==> config.mk <==
export PLATFORM = sky130hd
export DESIGN_NAME = rsi_rx_stat_incr
export DESIGN_NICKNAME = d
export VERILOG_FILES = /design/src/verilog/rsi_rx_stat_incr.v
export VERILOG_INCLUDE_DIRS = /design/src /design/src/verilog
export SDC_FILE = /design/constraint.sdc
export NUM_CORES = 1
export LEC_CHECK = 0
export BUFFER_PORTS_ARGS = -buffer_cell sky130_fd_sc_hd__buf_2
export CAP_MARGIN = 25
export CORE_MARGIN = 1
export CORE_UTILIZATION = 50
export CTS_CLUSTER_DIAMETER = 30
export DETAILED_ROUTE_END_ITERATION = 10
export PLACE_DENSITY = 0.81
export SYNTH_ARGS = -nofsm -noshare
export SYNTH_HDL_FRONTEND = slang
export SYNTH_SLANG_ARGS = --single-unit
==> constraint.sdc <==
create_clock -name pclk -period 2.05 [get_ports pclk]
set_input_delay 0.205 -clock pclk [delete_from_list [all_inputs] [get_ports pclk]]
set_output_delay 0.205 -clock pclk [all_outputs]
set_load 0.02 [all_outputs]
==> src/verilog/rsi_defines.vh <==
// Purpose: Constants for the receive statistics increment block.
// Assumes: APB with 32-bit data, byte addresses, one word per register.
// Notes:   Offsets, field positions, reset values and size-bin bounds.
`ifndef RSI_DEFINES_VH
`define RSI_DEFINES_VH

// ============================================================
// Register byte offsets
`define RSI_OFF_CTRL 8'h00
`define RSI_OFF_MAX_LEN 8'h04
`define RSI_OFF_INT_STATUS 8'h08
`define RSI_OFF_INT_CLEAR 8'h0c
`define RSI_OFF_INT_ENABLE 8'h10
`define RSI_OFF_FRAME_COUNT 8'h14

// ============================================================
// Control register fields
`define RSI_CTRL_CHK_PRE 0
`define RSI_CTRL_CHK_SFD 1
`define RSI_CTRL_RST 2'h0

// ============================================================
// Maximum frame length, 15 bits
`define RSI_MAX_LEN_W 15
`define RSI_MAX_LEN_RST 15'h2580

// ============================================================
// Interrupt status bit positions
`define RSI_EV_BAD_FCS 0
`define RSI_EV_STOMPED 1
`define RSI_EV_FCS_ERR_LEGAL 2
`define RSI_EV_BAD_PRE 3
`define RSI_EV_BAD_SFD 4
`define RSI_EV_SIG_OS 5
`define RSI_EV_LARGE 6
`define RSI_EV_W 7

// ============================================================
// Frame length bounds in bytes
`define RSI_LEN_W 16
`define RSI_MIN_LEGAL 16'h0040
`define RSI_BIN0_LO 16'h060d
`define RSI_BIN0_HI 16'h07ff
`define RSI_BIN1_LO 16'h0800
`define RSI_BIN1_HI 16'h0fff
`define RSI_BIN2_LO 16'h1000
`define RSI_BIN2_HI 16'h1fff
`define RSI_BIN3_LO 16'h2000
`define RSI_BIN3_HI 16'h23ff

`endif

==> src/verilog/rsi_rx_stat_incr.v <==
// Purpose: Receive statistics increment generator with an APB register slave.
// Assumes: All inputs come from receive logic on pclk; one frame end per cycle.
// Notes:   Increment outputs are registered and appear one cycle after their input event.
`include "rsi_defines.vh"

module rsi_rx_stat_incr
(
    input wire pclk,
    input wire presetn,
    input wire psel,
    input wire penable,
    input wire pwrite,
    input wire [7:0] paddr,
    input wire [31:0] pwdata,
    output reg [31:0] prdata,
    output wire pready,
    output reg pslverr,
    input wire rx_frame_end,
    input wire [`RSI_LEN_W-1:0] rx_frame_len,
    input wire [31:0] rx_fcs_calc,
    input wire [31:0] rx_fcs_recv,
    input wire rx_preamble_bad,
    input wire rx_sfd_bad,
    input wire rx_signal_os,
    output wire rx_check_preamble_en,
    output wire rx_check_sfd_en,
    output wire [`RSI_MAX_LEN_W-1:0] rx_max_frame_len,
    output reg stat_bin_1549_2047_r,
    output reg stat_bin_2048_4095_r,
    output reg stat_bin_4096_8191_r,
    output reg stat_bin_8192_9215_r,
    output reg [1:0] stat_bad_fcs_r,
    output reg [1:0] stat_stomped_fcs_r,
    output reg stat_fcs_err_legal_r,
    output reg stat_bad_preamble_r,
    output reg stat_bad_sfd_r,
    output reg rx_signal_ordered_set_seen_r,
    output wire irq
);

// ============================================================
// Helpers

// Inclusive range test on a frame length.
function in_range;
    input [`RSI_LEN_W-1:0] len;
    input [`RSI_LEN_W-1:0] lo;
    input [`RSI_LEN_W-1:0] hi;
    begin
        in_range = (len >= lo) && (len <= hi);
    end
endfunction

// Register offset match, shared by the error and clear paths.
function reg_hit;
    input [7:0] addr;
    input [7:0] off;
    begin
        reg_hit = (addr == off);
    end
endfunction

// ============================================================
// Register state

reg [1:0] ctrl_r;
reg [`RSI_MAX_LEN_W-1:0] max_len_r;
reg [`RSI_EV_W-1:0] int_status_r;
reg [`RSI_EV_W-1:0] int_status_nxt;
reg [`RSI_EV_W-1:0] int_enable_r;
reg [31:0] frame_count_r;
reg ack_r;
reg [31:0] rd_data_nxt;

wire wr_en;
wire rd_en;
wire addr_hit;
wire acc_first;

// Read data leaves a flip-flop, so every access takes one wait state: the first
// access cycle loads prdata and the second one completes the transfer.
assign acc_first = psel && penable && !ack_r;
assign pready = ack_r;
assign wr_en = psel && penable && pwrite && ack_r;
assign rd_en = psel && penable && !pwrite;

// Any offset outside this set earns an error response.
assign addr_hit = reg_hit(paddr, `RSI_OFF_CTRL) || reg_hit(paddr, `RSI_OFF_MAX_LEN)
    || reg_hit(paddr, `RSI_OFF_INT_STATUS) || reg_hit(paddr, `RSI_OFF_INT_CLEAR)
    || reg_hit(paddr, `RSI_OFF_INT_ENABLE) || reg_hit(paddr, `RSI_OFF_FRAME_COUNT);

// The checking controls only travel on to the detectors upstream.
assign rx_check_preamble_en = ctrl_r[`RSI_CTRL_CHK_PRE];
assign rx_check_sfd_en = ctrl_r[`RSI_CTRL_CHK_SFD];
assign rx_max_frame_len = max_len_r;

// ============================================================
// Frame classification

wire fcs_mismatch;
wire fcs_stomped;
wire fcs_bad;
wire len_legal;
wire [3:0] bin_hit;

assign fcs_mismatch = rx_fcs_recv != rx_fcs_calc;
assign fcs_stomped = rx_fcs_recv == ~rx_fcs_calc;
assign fcs_bad = fcs_mismatch && !fcs_stomped;

// A stomped frame still carries a check error, so it counts here too.
assign len_legal = in_range(rx_frame_len, `RSI_MIN_LEGAL,
    {{(`RSI_LEN_W-`RSI_MAX_LEN_W){1'b0}}, max_len_r});

// Bounds are packed with bin 0 in the low slice, so bin_hit[i] feeds size output i.
localparam [4*`RSI_LEN_W-1:0] BIN_LO = {`RSI_BIN3_LO, `RSI_BIN2_LO,
    `RSI_BIN1_LO, `RSI_BIN0_LO};
localparam [4*`RSI_LEN_W-1:0] BIN_HI = {`RSI_BIN3_HI, `RSI_BIN2_HI,
    `RSI_BIN1_HI, `RSI_BIN0_HI};

genvar bin_idx;
generate
    for (bin_idx = 0; bin_idx < 4; bin_idx = bin_idx + 1)
    begin : g_bin
        assign bin_hit[bin_idx] = in_range(rx_frame_len,
            BIN_LO[bin_idx*`RSI_LEN_W +: `RSI_LEN_W], BIN_HI[bin_idx*`RSI_LEN_W +: `RSI_LEN_W]);
    end
endgenerate

// ============================================================
// Increment outputs

// Every output is recomputed each cycle, so it is high in exactly the cycles that follow a cycle in which its event is present.
always @(posedge pclk or negedge presetn)
begin
    if (!presetn)
    begin
        stat_bin_1549_2047_r <= 1'b0;
        stat_bin_2048_4095_r <= 1'b0;
        stat_bin_4096_8191_r <= 1'b0;
        stat_bin_8192_9215_r <= 1'b0;
        stat_bad_fcs_r <= 2'h0;
        stat_stomped_fcs_r <= 2'h0;
        stat_fcs_err_legal_r <= 1'b0;
        stat_bad_preamble_r <= 1'b0;
        stat_bad_sfd_r <= 1'b0;
        rx_signal_ordered_set_seen_r <= 1'b0;
    end
    else
    begin
        stat_bin_1549_2047_r <= rx_frame_end && bin_hit[0];
        stat_bin_2048_4095_r <= rx_frame_end && bin_hit[1];
        stat_bin_4096_8191_r <= rx_frame_end && bin_hit[2];
        stat_bin_8192_9215_r <= rx_frame_end && bin_hit[3];
        // The two-bit buses never exceed one, as at most one frame ends per cycle.
        stat_bad_fcs_r <= {1'b0, rx_frame_end && fcs_bad};
        stat_stomped_fcs_r <= {1'b0, rx_frame_end && fcs_stomped};
        stat_fcs_err_legal_r <= rx_frame_end && fcs_mismatch && len_legal;
        // Not gated by the checking controls: errors are counted even when tolerated.
        stat_bad_preamble_r <= rx_preamble_bad;
        stat_bad_sfd_r <= rx_sfd_bad;
        rx_signal_ordered_set_seen_r <= rx_signal_os;
    end
end

// ============================================================
// Interrupt status

// Status bits take the events straight from the inputs, so they are set on the
// same edge that launches the matching increment.
wire [`RSI_EV_W-1:0] ev_set;

assign ev_set[`RSI_EV_BAD_FCS] = rx_frame_end && fcs_bad;
assign ev_set[`RSI_EV_STOMPED] = rx_frame_end && fcs_stomped;
assign ev_set[`RSI_EV_FCS_ERR_LEGAL] = rx_frame_end && fcs_mismatch && len_legal;
assign ev_set[`RSI_EV_BAD_PRE] = rx_preamble_bad;
assign ev_set[`RSI_EV_BAD_SFD] = rx_sfd_bad;
assign ev_set[`RSI_EV_SIG_OS] = rx_signal_os;
assign ev_set[`RSI_EV_LARGE] = rx_frame_end && (|bin_hit);

// A new event wins over a clear written in the same cycle.
always @*
begin
    int_status_nxt = int_status_r;
    if (wr_en && reg_hit(paddr, `RSI_OFF_INT_CLEAR))
    begin
        int_status_nxt = int_status_nxt & ~pwdata[`RSI_EV_W-1:0];
    end
    int_status_nxt = int_status_nxt | ev_set;
end

// The level comes from registers only, so it cannot glitch during a bus cycle.
assign irq = |(int_status_r & int_enable_r);

// ============================================================
// Register writes

// Writes land only on the completing edge of an access, when pready is high.
always @(posedge pclk or negedge presetn)
begin
    if (!presetn)
    begin
        ctrl_r <= `RSI_CTRL_RST;
        max_len_r <= `RSI_MAX_LEN_RST;
        int_status_r <= {`RSI_EV_W{1'b0}};
        int_enable_r <= {`RSI_EV_W{1'b0}};
    end
    else
    begin
        int_status_r <= int_status_nxt;
        if (wr_en)
        begin
            case (paddr)
                `RSI_OFF_CTRL:
                begin
                    ctrl_r <= pwdata[1:0];
                end
                `RSI_OFF_MAX_LEN:
                begin
                    max_len_r <= pwdata[`RSI_MAX_LEN_W-1:0];
                end
                `RSI_OFF_INT_ENABLE:
                begin
                    int_enable_r <= pwdata[`RSI_EV_W-1:0];
                end
                // Status and the frame count are read-only, so a write there is dropped
                // without an error; the clear register is handled with the status.
                default:
                begin
                    ctrl_r <= ctrl_r;
                end
            endcase
        end
    end
end

// ============================================================
// Read data and error response

// Unmapped offsets answer with an error response; nothing is written there.
always @*
begin
    rd_data_nxt = 32'h0;
    pslverr = 1'b0;
    if (psel && penable && !addr_hit)
    begin
        pslverr = 1'b1;
    end
    if (rd_en)
    begin
        case (paddr)
            `RSI_OFF_CTRL:
            begin
                rd_data_nxt = {30'h0, ctrl_r};
            end
            `RSI_OFF_MAX_LEN:
            begin
                rd_data_nxt = {17'h0, max_len_r};
            end
            `RSI_OFF_INT_STATUS:
            begin
                rd_data_nxt = {25'h0, int_status_r};
            end
            `RSI_OFF_INT_ENABLE:
            begin
                rd_data_nxt = {25'h0, int_enable_r};
            end
            `RSI_OFF_FRAME_COUNT:
            begin
                rd_data_nxt = frame_count_r;
            end
            // The clear register is write-only and reads back as zero.
            `RSI_OFF_INT_CLEAR:
            begin
                rd_data_nxt = 32'h0;
            end
            default:
            begin
                rd_data_nxt = 32'h0;
            end
        endcase
    end
end

// ============================================================
// Read data register and handshake

// The word is captured in the first access cycle and cleared once the access
// completes, so a stale value never lingers on the bus between reads.
always @(posedge pclk or negedge presetn)
begin
    if (!presetn)
    begin
        ack_r <= 1'b0;
        prdata <= 32'h0;
    end
    else
    begin
        ack_r <= acc_first;
        if (acc_first && !pwrite)
        begin
            prdata <= rd_data_nxt;
        end
        else if (ack_r)
        begin
            prdata <= 32'h0;
        end
    end
end

// ============================================================
// Frame counter

// The count wraps silently; software must read it often enough to notice a wrap.
always @(posedge pclk or negedge presetn)
begin
    if (!presetn)
    begin
        frame_count_r <= 32'h0;
    end
    else if (rx_frame_end)
    begin
        frame_count_r <= frame_count_r + 32'h1;
    end
end

endmodule // rsi_rx_stat_incr

==> results of run 1 <==
[per-layer routing]
layer / wire length [µm] / part of all wire, %
met5: 0 / 0
met4: 449 / 3.4
met3: 675 / 5.1
met2: 6820 / 52
met1: 5180 / 39
[kinds of logic (layout without fill, tap and decap cells)]
kind of cell / Yosys count / after routing
multiplexers: 14 / 14
flip-flops: 106 / 106
AND/OR/NAND/NOR: 163 / 163
buffers and inverters: 39 / 235
other: 1 / 2
adder cells (fa/ha/maj): 16 / 16
XOR/XNOR: 63 / 63
AO/OA/AOI/OAI: 95 / 95
[cells in the mapped netlist]
master,instances
nor3b_1,1
a222oi_1,1
ha_1,16
and4b_1,2
xnor2_1,24
and2b_1,1
xor2_1,39
inv_1,20
or2_2,1
a22o_1,24
a22oi_1,11
o21ai_0,26
o2bb2ai_1,1
buf_4,4
dfrtp_1,102
nand2_1,61
clkbuf_1,7
conb_1,1
nor3_1,9
nor2b_1,2
nand3_1,8
and3_1,7
a221oi_1,8
buf_2,7
nand4b_1,2
mux2_2,12
mux2i_1,1
nor3b_4,1
o2111ai_1,1
buf_6,1
and2_1,2
mux2_1,1
nor4_1,10
and4_1,5
dfstp_2,4
nand4_1,19
nor2_1,29
o211ai_1,2
a211oi_1,1
or4_1,2
a21oi_1,5
or3_4,1
a21o_1,9
o21ai_2,6
[final cells by class]
type | instances | area (µm²) | area share [%]
Timing Repair Buffer | 199 | 1120 | 16.8
Clock buffer | 10 | 128 | 1.91
Sequential cell | 106 | 2660 | 39.8
Tap cell | 136 | 170 | 2.55
Inverter | 20 | 75.1 | 1.13
Multi-Input combinational cell | 353 | 2440 | 36.6
Clock inverter | 6 | 73.8 | 1.11
[power by group]
group | switching, mW | total [mW] | internal, mW
combinational | 0.284 | 0.532 | 0.247
clock | 0.740 | 1.32 | 0.583
sequential | 0.0916 | 2.26 | 2.17
[state kept, by name, summed over array words and instances (netlist names), 2 cells and up]
| register | cells |
|---|---|
| int_status_r | 7 |
| prdata | 32 |
| rx_max_frame_len | 15 |
| int_enable_r | 7 |
| ctrl_r | 2 |
| frame_count_r | 32 |
[stage by stage]
stage | area, µm² | total power, mW | std cells
3_5_place_dp | 6400 | 2.81 | 808
2_1_floorplan | 5260 | 2.52 | 498
6_report | 6670 | 4.11 | 830
5_1_grt | 6670 | 4.28 | 830
3_3_place_gp | 6400 | 2.78 | 808
4_1_cts | 6650 | 4.13 | 828
[path summary, 6_finish.rpt]
path,from,depth (start not counted),endpoint
setup / recovery,rx_max_frame_len[13],7,int_status_r[2]
hold / removal,pwdata[10],3,rx_max_frame_len[10]
setup reg to reg,rx_max_frame_len[13],7,int_status_r[2]
hold reg to reg,frame_count_r[31],1,frame_count_r[31]
max in group asynchronous,presetn,3,rx_max_frame_len[13]
min in group asynchronous,presetn,2,prdata[18]
[repair_timing]
| item | 4_1_cts | 5_1_grt |
|---|---|---|
| gates cloned | 0 | 0 |
| resized for setup | 1 | 2 |
| setup buffers | 0 | 2 |
| hold endpoints to repair | 40 | 0 |
| pin swaps | 0 | 1 |
| endpoints found under the setup margin | 1 | 6 |
| hold buffers | 4 | 0 |
[critical path, cell delays in order (launching register included)]
cell and delay (ps):
dfstp_2 540, inv_1 50, ha_1 290, a21o_1 180, a221oi_2 290, o2111ai_1 160, a211oi_2 240, a21o_1 110
==> run summary, run 1 <==
The logs give 0 for the number of antenna violations at the first check in global routing and 10.5 ps for the worst-case clock skew. After Yosys synthesis, full adders, half adders and majority gates account for 3.81% of the synthesized area. Of the cells placed in the final design, the portion with a size suffix greater than 1 is 34.4%.

The most heavily used metal layer in global routing is met2. Dividing the detail-routed wire length by the instance count gives 15.8 µm. The H-tree was split into 3 levels. The first detailed-routing pass ran for 4 iterations. Summing the areas of all xor and xnor instances in the mapped netlist gives 10.5% of the synthesized area. The clock network latency to the later pin of the worst-skew pair came out at 370 ps.

Hold violation total from the final report: 0. The data required time of the worst path was 2360 ps. In the layout the commonest cells are 172 x buf_2, 102 x dfrtp_1, 61 x nand2_1, 39 x xor2_1, 28 x nor2_1. Summed over its instances, the top area cell type makes up 48.6% of the synthesized netlist area. In the synthesized netlist, mux cells make up 2.98% of the area. Mean post-synth cell area: 10.6 µm².

For this run, the total global-route usage over all layers was measured as 24.9%. Final setup slack of the worst path: 140 ps. Summed over all layers, the global routing overflow is 0. The share of the Yosys chip area taken by registers is 50.6%. STA puts the critical path data arrival time at 2220 ps.

The smallest hold slack is 23.9 ps, and the via density per instance is 5.46. The synthesized netlist contains 44 unique library cells. For the global-route track usage on met1, the log shows 27.9%. Areal power density over the cells: 617 nW/µm². After clock tree synthesis, the clock-pin slew on the worst setup and hold paths is 100 ps.

Most frequent standard cell in the layout excluding fill and tap cells: buf_2. Largest area contributor in the netlist: dfrtp_1. Headroom to the max-slew limit came out at 66.6%. Measured on the finished design, the core utilization comes to 64.9%. The total wire length is 13.1 mm. Dominant combinational cell family by area after synthesis: simple AND/OR/NAND/NOR gates.

The class of the tightest hold or removal check is in -> reg. The run gives 2 as the buffer depth of the longest clock path. Cell count after synthesis: 497. After routing, the total negative slack on setup checks comes to 0 ps.

The run gives 37 as the number of placement rows. The worst-case IR drop observed on VDD is 0.318 mV. The first routing iteration left 151 violations.

The element type at the critical path start is a flip-flop. Endpoint type of the worst setup path: a flip-flop. At the placement stage, the worst setup path has a slack of -93.5 ps.

The total count of max-transition violations in the final report is 0, and the leakage power figure is 3.40 nW. Setup violations remaining at the end of the flow were counted as 0. The run gives 10300 µm² as the area of the core.

Input and output buffers added on the ports amount to 173. The routed design could run at a clock period as short as 1910 ps. After synthesis, the cell types taking the most area are dfrtp_1 49%, xor2_1 6.5%, nand2_1 4.4%. The die is 105 µm wide. The flow ran to the end, and the final reports show no timing, DRC or antenna violations. For met2 alone, demand over resource in global routing was 45.6%. TritonCTS built the clock tree. The post-route antenna net violation count is 0. Setup repair after global routing left no endpoint under its margin. For this configuration, the core starts out at a cell density of 51.1%. Relative to the synthesized area, the layout overhead comes to 26.9%.

After filler insertion, the fill cell instance count of the layout stands at 849. Summing the areas of all and, or, nand and nor instances in the mapped netlist gives 15.6% of the synthesized area. In the finished design, the share of the clock period the worst path needs comes to 93.2%. The number of antenna diodes in the final layout is 0. At the end of the flow, the number of nets in the layout was 834. Measured along the y axis, the die boundary spans 105 µm.

After detailed routing, the number of remaining DRC violations is 0. The via count of the first global-routing pass is 4675. Detailed placement finished with a half-perimeter wire length of 10.5 mm. For this run, global-route usage on met3 was measured as 4.87%. At the pin with the least slew margin, the transition time is 499 ps. After synthesis the netlist holds a flip-flop and latch count of 106. The worst setup path is of the reg -> reg kind. The post-synthesis compound-gate area fraction came out at 13.1%.

In this run, CTS created clock tree buffers numbering 9. The netlist area before placement is 5260 µm², and the maximum number of pins on one net before global-route repair is 48. The routed layout has 4534 vias. The run gives 10900 µm² as the die area. In this run the register-to-register setup slack is 140 ps. Pin placement for this block handled 193 I/O pins. The max-capacitance violation count is 0, and the global placer's final weighted congestion is 0.888. The maximum fanout along the worst path came out at 2. The library cell used as clock root buffer was clkbuf_8. The logs give 0 for the number of warnings printed during yosys synthesis and 106 for the sink count of the clock tree.

The first global-routing pass estimated 21.4 mm of wire. For this run, the top clock speed supported by timing is 524 MHz.
Power figures use the tool's default switching activity.
==> run 2: changes to the inputs <==
Settings changed: CORE_UTILIZATION 50 to 54, PLACE_DENSITY 0.81 to 0.86.
Clock period 2.05 ns to 2.4 ns, I/O delays scaled along.
==> run 2 against run 1 <==
Effect of this change: hold slack gained 36 ps; clock power is essentially flat; sequential share of layout area grew 0.54 points; combinational power shrank 21%; final cell count shrank 1.8%; largest cell class unchanged.
==> run summary, run 2 (synthesized netlist as in run 1, its figures left out) <==
The flow ran to the end, and the final reports show no timing, DRC or antenna violations. The areal power density over the cells was 562 nW/µm² (-8.8%); the starting density of the core was 56.4% (+5.2 points). The leftover overflow at the end of global routing is 0 (unchanged).

Total placed instance area: 6290 µm² (-1.6%). The port buffer count works out to 173 (unchanged). The logs give 6580 µm² (-1.3%) for the post-layout instance area and 35 (-5.4%) for the number of placement rows.

TritonCTS built the clock tree. The tools report the violation count after the first detailed-routing iteration as 285 (+89%). The tightest min-delay check is of the in -> reg type. The worst endpoint data arrival time came out at 2440 ps (+220 ps). The highest cell delay on the worst timing path came out at 570 ps (+30 ps). In the layout the commonest cells are 172 x buf_2, 102 x dfrtp_1, 61 x nand2_1, 39 x xor2_1, 28 x nor2_1. The run gives 0 (-1) as the post-cts gate resize count. For the number of top-level design ports, the log shows 193 (unchanged). Setup repair after global routing left no endpoint under its margin. The die area is 10100 µm² (-7.3%).

Data required time of the worst path: 2720 ps (+360 ps). The worst setup path is captured at a flip-flop. The run gives 9330 µm² (-9.2%) as the area of the core.

The run gives 27.0% (+2.2 points) as the overall global routing resource usage. The wire length per cell is 16.2 µm (+2.5%), and the chip height is 101 µm (-3.7%). The buffer depth of the longest clock path is 2 (unchanged).

Element type at the critical path start: a flip-flop. Wire length of the first global-routing pass: 20.8 mm (-2.8%). The clock network latency to the later pin of the worst-skew pair was 370 ps (about the same). The HPWL reported at the end of detailed placement came out at 10.2 mm (-2.4%). The critical path in this run is classified as reg -> reg.

The run gives 0 (unchanged) as the post-route antenna net violation count. The hold violation total from the final report is 0 (unchanged), and the layout net count is 826 (-0.96%). The via count of the first global-routing pass was 4505 (-3.6%).

The tools report the flip-flop and latch area as 2660 µm² (unchanged). The fraction of layout instances using a drive strength above 1 was 33.4% (-1.1 points); the final core utilization was 70.6% (+5.7 points). The run gives 471 MHz (-10%) as the achievable frequency. The headroom to the max-slew limit is 58.8% (-7.9 points). The global placer's final weighted congestion is 0.896 (+0.81%).

The run gives 0 (unchanged) as the max-capacitance violation count. The number of buffers added by the clock tree synthesis step was 9 (unchanged). Total negative setup slack: 0 ps (unchanged). For the detailed-route DRC error count, the log shows 0 (unchanged). First-pass detailed-route iteration total: 5 (+1). The detailed-route via count is 4599 (+1.4%), and the total count of max-transition violations in the final report is 0 (unchanged). Minimum period implied by the final worst setup slack: 2120 ps (+212 ps). The critical path goes through inv_1 > ha_1 > a21o_1 > a221oi_1 > o2111ai_1 > a211oi_1 > a21o_1. The sink count of the clock tree is 106 (unchanged), and the maximum fanout along the worst path is 3 (+1).

Cell type with the highest occurrence count on the critical path: a21o_1. Among all stages on the critical path, the largest delay is contributed by dfstp_2. The H-tree depth was 3 (unchanged). Clock-pin transition on the worst setup and hold timing paths: 100 ps (about the same). The overall power came out at 3.70 mW (-10%).

The root buffer cell chosen for the clock tree is clkbuf_8. The via density per instance came out at 5.64 (+3.3%). Fill cell instance count of the final layout: 692 (-18%). The reg-to-reg setup timing slack was 280 ps (+140 ps); the antenna cell count was 0 (unchanged). The signed area change from the synthesized netlist to the final layout works out to 25.2%.

The worst-margin pin slew is 619 ps (+119 ps). Leaving out fill and tap cells, the most frequent cell in the layout is buf_2. The logs give 0 (unchanged) for the number of failing setup endpoints in the final timing report and 3.37 nW (-0.89%) for the leakage power figure. For the worst voltage drop across the vdd grid, the log shows 0.318 mV (about the same). The maximum number of pins on one net before global-route repair was 51 (+6.3%); the worst-case clock skew was 7.91 ps (-2.62 ps). The final critical-path share of the clock period came out at 88.4% (-4.7 points). The number of antenna violations at the first check in global routing was 0 (unchanged); the area taken by multi-input logic gates was 2430 µm² (-0.67%). The total wire length was 13.2 mm (+0.65%). The overall die width was 101 µm (-3.7%).
==> run 2: per-layer routing <==
metal | vias to the layer above | global-route usage [%] | routed length [µm]
met3 | 48 | 4.44 | 756
li1 | 2145 | - | -
met2 | 208 | 50.2 | 7030
met4 | 0 | 14.3 | 546
met1 | 2198 | 29.5 | 4870
met5 | - | 0 | 0
==> run 2: repair_timing <==
| action | CTS | global route |
|---|---|---|
| hold buffers | 4 | 0 |
| endpoints found under the hold margin | 45 | 0 |
| setup buffers | 0 | 0 |
==> run 2: power breakdown <==
part / switching, mW / total (mW) / leakage [nW] / internal [mW]
Sequential: 0.0951 / 1.95 / 1.36 / 1.85
Clock: 0.630 / 1.34 / 0.126 / 0.706
Combinational: 0.228 / 0.418 / 1.88 / 0.191
Total: 0.952 / 3.70 / 3.37 / 2.75
==> run 2: layout make-up <==
cell class | instances | share of cell area, %
Sequential cell | 106 | 40.4
Multi-Input combinational cell | 353 | 36.9
Timing Repair Buffer | 191 | 15.4
Tap cell | 129 | 2.45
Clock buffer | 9 | 1.88
Clock inverter | 7 | 1.88
Inverter | 20 | 1.14
==> run 2: through the flow <==
| step | hold WS, ps | setup WS [ps] | std cells |
|---|---|---|---|
| after floorplan | -55.6 | 234 | 498 |
| after global placement | 291 | 214 | 795 |
| after detailed placement | 294 | 142 | 795 |
| after CTS | 49.0 | 239 | 815 |
| after global routing | 55.0 | 49.6 | 815 |
| final | 59.8 | 278 | 815 |
==> run 2: worst max-delay path: cells and delay by family, from the launching register on <==
kind	cells	cell delay (ps)
AOI/OAI and AO/OA	5	1150
adders and majority gates	1	290
buffers and inverters	1	70
DFF	1	570
==> run 2: path summary, 6_finish.rpt <==
check | start | endpoint | cells past startpoint
worst max register to register | rx_max_frame_len[13] | int_status_r[2] | 7
max in group asynchronous | presetn | int_status_r[5] | 3
worst min-delay path | pwdata[11] | rx_max_frame_len[11] | 3
worst min register to register | frame_count_r[31] | frame_count_r[31] | 1
worst max-delay path | rx_max_frame_len[13] | int_status_r[2] | 7
min in group asynchronous | presetn | prdata[15] | 2
==> run 3: changes to the inputs <==
--- a/constraint.sdc
+++ b/constraint.sdc
@@ -3,2 +3,2 @@
 set_output_delay 0.24 -clock pclk [all_outputs]
-set_load 0.02 [all_outputs]
+set_load 0.1 [all_outputs]
==> run 3 against run 2 <==
Effect of this change: clock power fell by 17%; sequential power barely moved; utilization fell by 0.28 points; global-route usage fell by 0.26 points; largest power group unchanged; flip-flop and latch count did not move; wire length fell by 0.57%.
==> run summary, run 3 (synthesized netlist as in run 1, its figures left out) <==
The hold violation total from the final report came out at 0 (unchanged). For the die area, the log shows 10100 µm² (unchanged). The via density per instance was 5.56 (-1.5%); the clock power share was 31.4% (-4.7 points). In this run the worst hold path is classified as in -> reg.

The area taken by multi-input logic gates is 2430 µm² (unchanged). The worst-margin pin slew is 563 ps (-55.2 ps), and the sink count of the clock tree is 106 (unchanged). The worst hold path terminates at rx_max_frame_len[10].

The minimum period implied by the final worst setup slack works out to 2130 ps (+4.77 ps). The total placed instance area came out at 6310 µm² (+0.32%). Endpoint type of the worst setup path: a flip-flop.

The run gives 2710 ps (about the same) as the data required time of the worst path. The flip-flop and latch area is 2660 µm² (about the same). The run finished with clean final reports. The post-placement worst setup slack was 249 ps (+107 ps).

The run gives 1.01 mW (+5.6%) as the power spent charging and discharging nets. Overall power: 3.54 mW (-4.4%). The logs give 270 ps (about the same) for the reg-to-reg setup timing slack and 6560 µm² (-0.40%) for the post-layout instance area. The violation count after the first detailed-routing iteration came out at 214 (-25%).

The run gives 35 (unchanged) as the number of placement rows. The detailed-route DRC error count is 0 (unchanged). The H-tree depth is 3 (unchanged). The tools report the number of antenna violations at the first check in global routing as 0 (unchanged). Areal power density over the cells: 540 nW/µm² (-4.0%). The critical path in this run is classified as reg -> reg. The run gives 0 (unchanged) as the leftover overflow at the end of global routing. The HPWL reported at the end of detailed placement was 10.3 mm (+0.53%). The total count of max-transition violations in the final report was 0 (unchanged). For the sequential group share of total power, the log shows 54.9% (+2.3 points). Fraction of layout instances using a drive strength above 1: 33.6% (+0.19 points).

In the layout the commonest cells are 172 x buf_2, 100 x dfrtp_1, 61 x nand2_1, 39 x xor2_1, 28 x nor2_1. The maximum fanout along the worst path was 3 (unchanged). TritonCTS built the clock tree. The startpoint identified for the worst register-to-register timing path is rx_max_frame_len[13].

STA classifies the critical path startpoint as a flip-flop. The overall die width was 101 µm (unchanged). The final critical-path share of the clock period was 88.6% (+0.20 points); the internal portion of total power was 2.53 mW (-7.8%). The tools report the leakage power figure as 3.34 nW (-0.90%). The switching portion of total power works out to 28.4% (+2.7 points).

For the total negative setup slack, the log shows 0 ps (unchanged). Antenna cell count: 0 (unchanged). The worst endpoint data arrival time is 2430 ps (about the same), and the clock-pin transition on the worst setup and hold timing paths is 100 ps (about the same).

The reg-to-reg endpoint is int_status_r[2]. The number of top-level design ports was 193 (unchanged). The number of cells on the worst hold path was 3 (unchanged); the area of the core was 9330 µm² (unchanged). The number of buffers added by the clock tree synthesis step is 9 (unchanged). For the overall global routing resource usage, the log shows 26.8% (-0.26 points).

The tools report the worst voltage drop across the vdd grid as 0.271 mV (-15%). For the wire length of the first global-routing pass, the log shows 20.9 mm (+0.49%). The worst reg-to-reg path cell count was 7 (unchanged).

The max-capacitance violation count came out at 0 (unchanged). Global placer's final weighted congestion: 0.882 (-1.5%). Setup repair after global routing left no endpoint under its margin. The logs give 825 (-0.12%) for the layout net count and 13.5 ps (+5.56 ps) for the worst-case clock skew. The detailed-route via count was 4523 (-1.7%); the post-route antenna net violation count was 0 (unchanged).

Final setup slack of the worst path: 273 ps (-4.77 ps). In this run the most critical hold path is launched from pwdata[10]. The maximum number of pins on one net before global-route repair is 47 (-7.8%).

The most frequent standard cell in the layout excluding fill and tap cells is buf_2. Wire length per cell: 16.1 µm (-0.45%). The headroom to the max-slew limit was 62.4% (+3.7 points); the buffer depth of the longest clock path was 2 (unchanged). The tools report the clock network latency to the later pin of the worst-skew pair as 360 ps (about the same).

The port buffer count was 173 (unchanged). Number of failing setup endpoints in the final timing report: 0 (unchanged). The via count of the first global-routing pass is 4495 (-0.22%). The fill cell instance count of the final layout is 700 (+1.2%). The achievable frequency was 470 MHz (-0.22%); the chip height was 101 µm (unchanged). Compared with the post-synthesis result, the final layout area differs by 24.7%. Portion of total power attributed to combinational logic: 13.7% (+2.4 points).

The run gives 0 (unchanged) as the number of buffers inserted by post-CTS setup repair. The total wire length is 13.1 mm (-0.57%), and the starting density of the core is 56.4% (unchanged). The library cell used as clock root buffer was clkbuf_8. The run gives 4 (-1) as the first-pass detailed-route iteration total.
-- run 3: changes by cell type in the layout (fill, tap and decap cells not counted), sizes merged --
cell and delta:
buf -1, bufinv -2, clkinv +1, clkinvlp +3
inv -2
-- run 3: power by group through the flow --
stage	sequential, mW	combinational (mW)	clock [mW]
floorplan	2.01	0.217	0
CTS	1.94	0.488	1.13
global placement	1.97	0.459	0
detailed placement	1.98	0.483	0
global route	1.95	0.534	1.19
finish	1.94	0.485	1.11
-- run 3: layout make-up --
type	instances	area share, %
flip-flops and latches	106	40.6
multi-input cells	353	37.0
repair buffers	190	15.7
well taps	129	2.46
clock buffers	9	1.89
clock inverters	7	1.18
inverters	20	1.15
-- run 3: worst max-delay path: stages, from the launching register on --
cell	delay (ps)
dfstp_2	560
inv_1	70
ha_1	290
a21o_1	170
a221oi_1	370
o2111ai_1	160
a211oi_1	340
a21o_1	120
-- run 3: repair_timing --
| item | in CTS | in global routing |
|---|---|---|
| setup endpoints to repair | 0 | 0 |
| endpoints found under the hold margin | 45 | 1 |
| hold buffers | 3 | 1 |
| gates resized for setup | 0 | 0 |
-- run 3: per-layer routing --
| metal | GRT usage, % | vias up | wire length [µm] |
|---|---|---|---|
| met5 | 0 | - | 0 |
| met3 | 4.44 | 42 | 723 |
| met2 | 49.4 | 194 | 7070 |
| met1 | 30.0 | 2154 | 4880 |
| met4 | 12.8 | 0 | 455 |
| li1 | - | 2133 | - |
-- run 3: how the worst max path moves through the flow --
stage,to,start,depth (start not counted),slack (ps)
global route,int_status_r[2],rx_max_frame_len[13],8,110
floorplan,int_status_r[2],rx_max_frame_len[12],8,20
CTS,int_status_r[2],rx_max_frame_len[13],7,230
detailed placement,rx_max_frame_len[0],paddr[0],6,250
finish,int_status_r[2],rx_max_frame_len[13],7,270
global placement,rx_max_frame_len[0],paddr[0],6,290
-- run 3: stage by stage --
step,utilization [%],hold WS [ps],instances
global route,70.3,67.0,814
global placement,67.7,264,794
floorplan,-,-55.6,498
finish,70.3,74.7,814
CTS,70.2,1.84,813
detailed placement,67.7,271,794
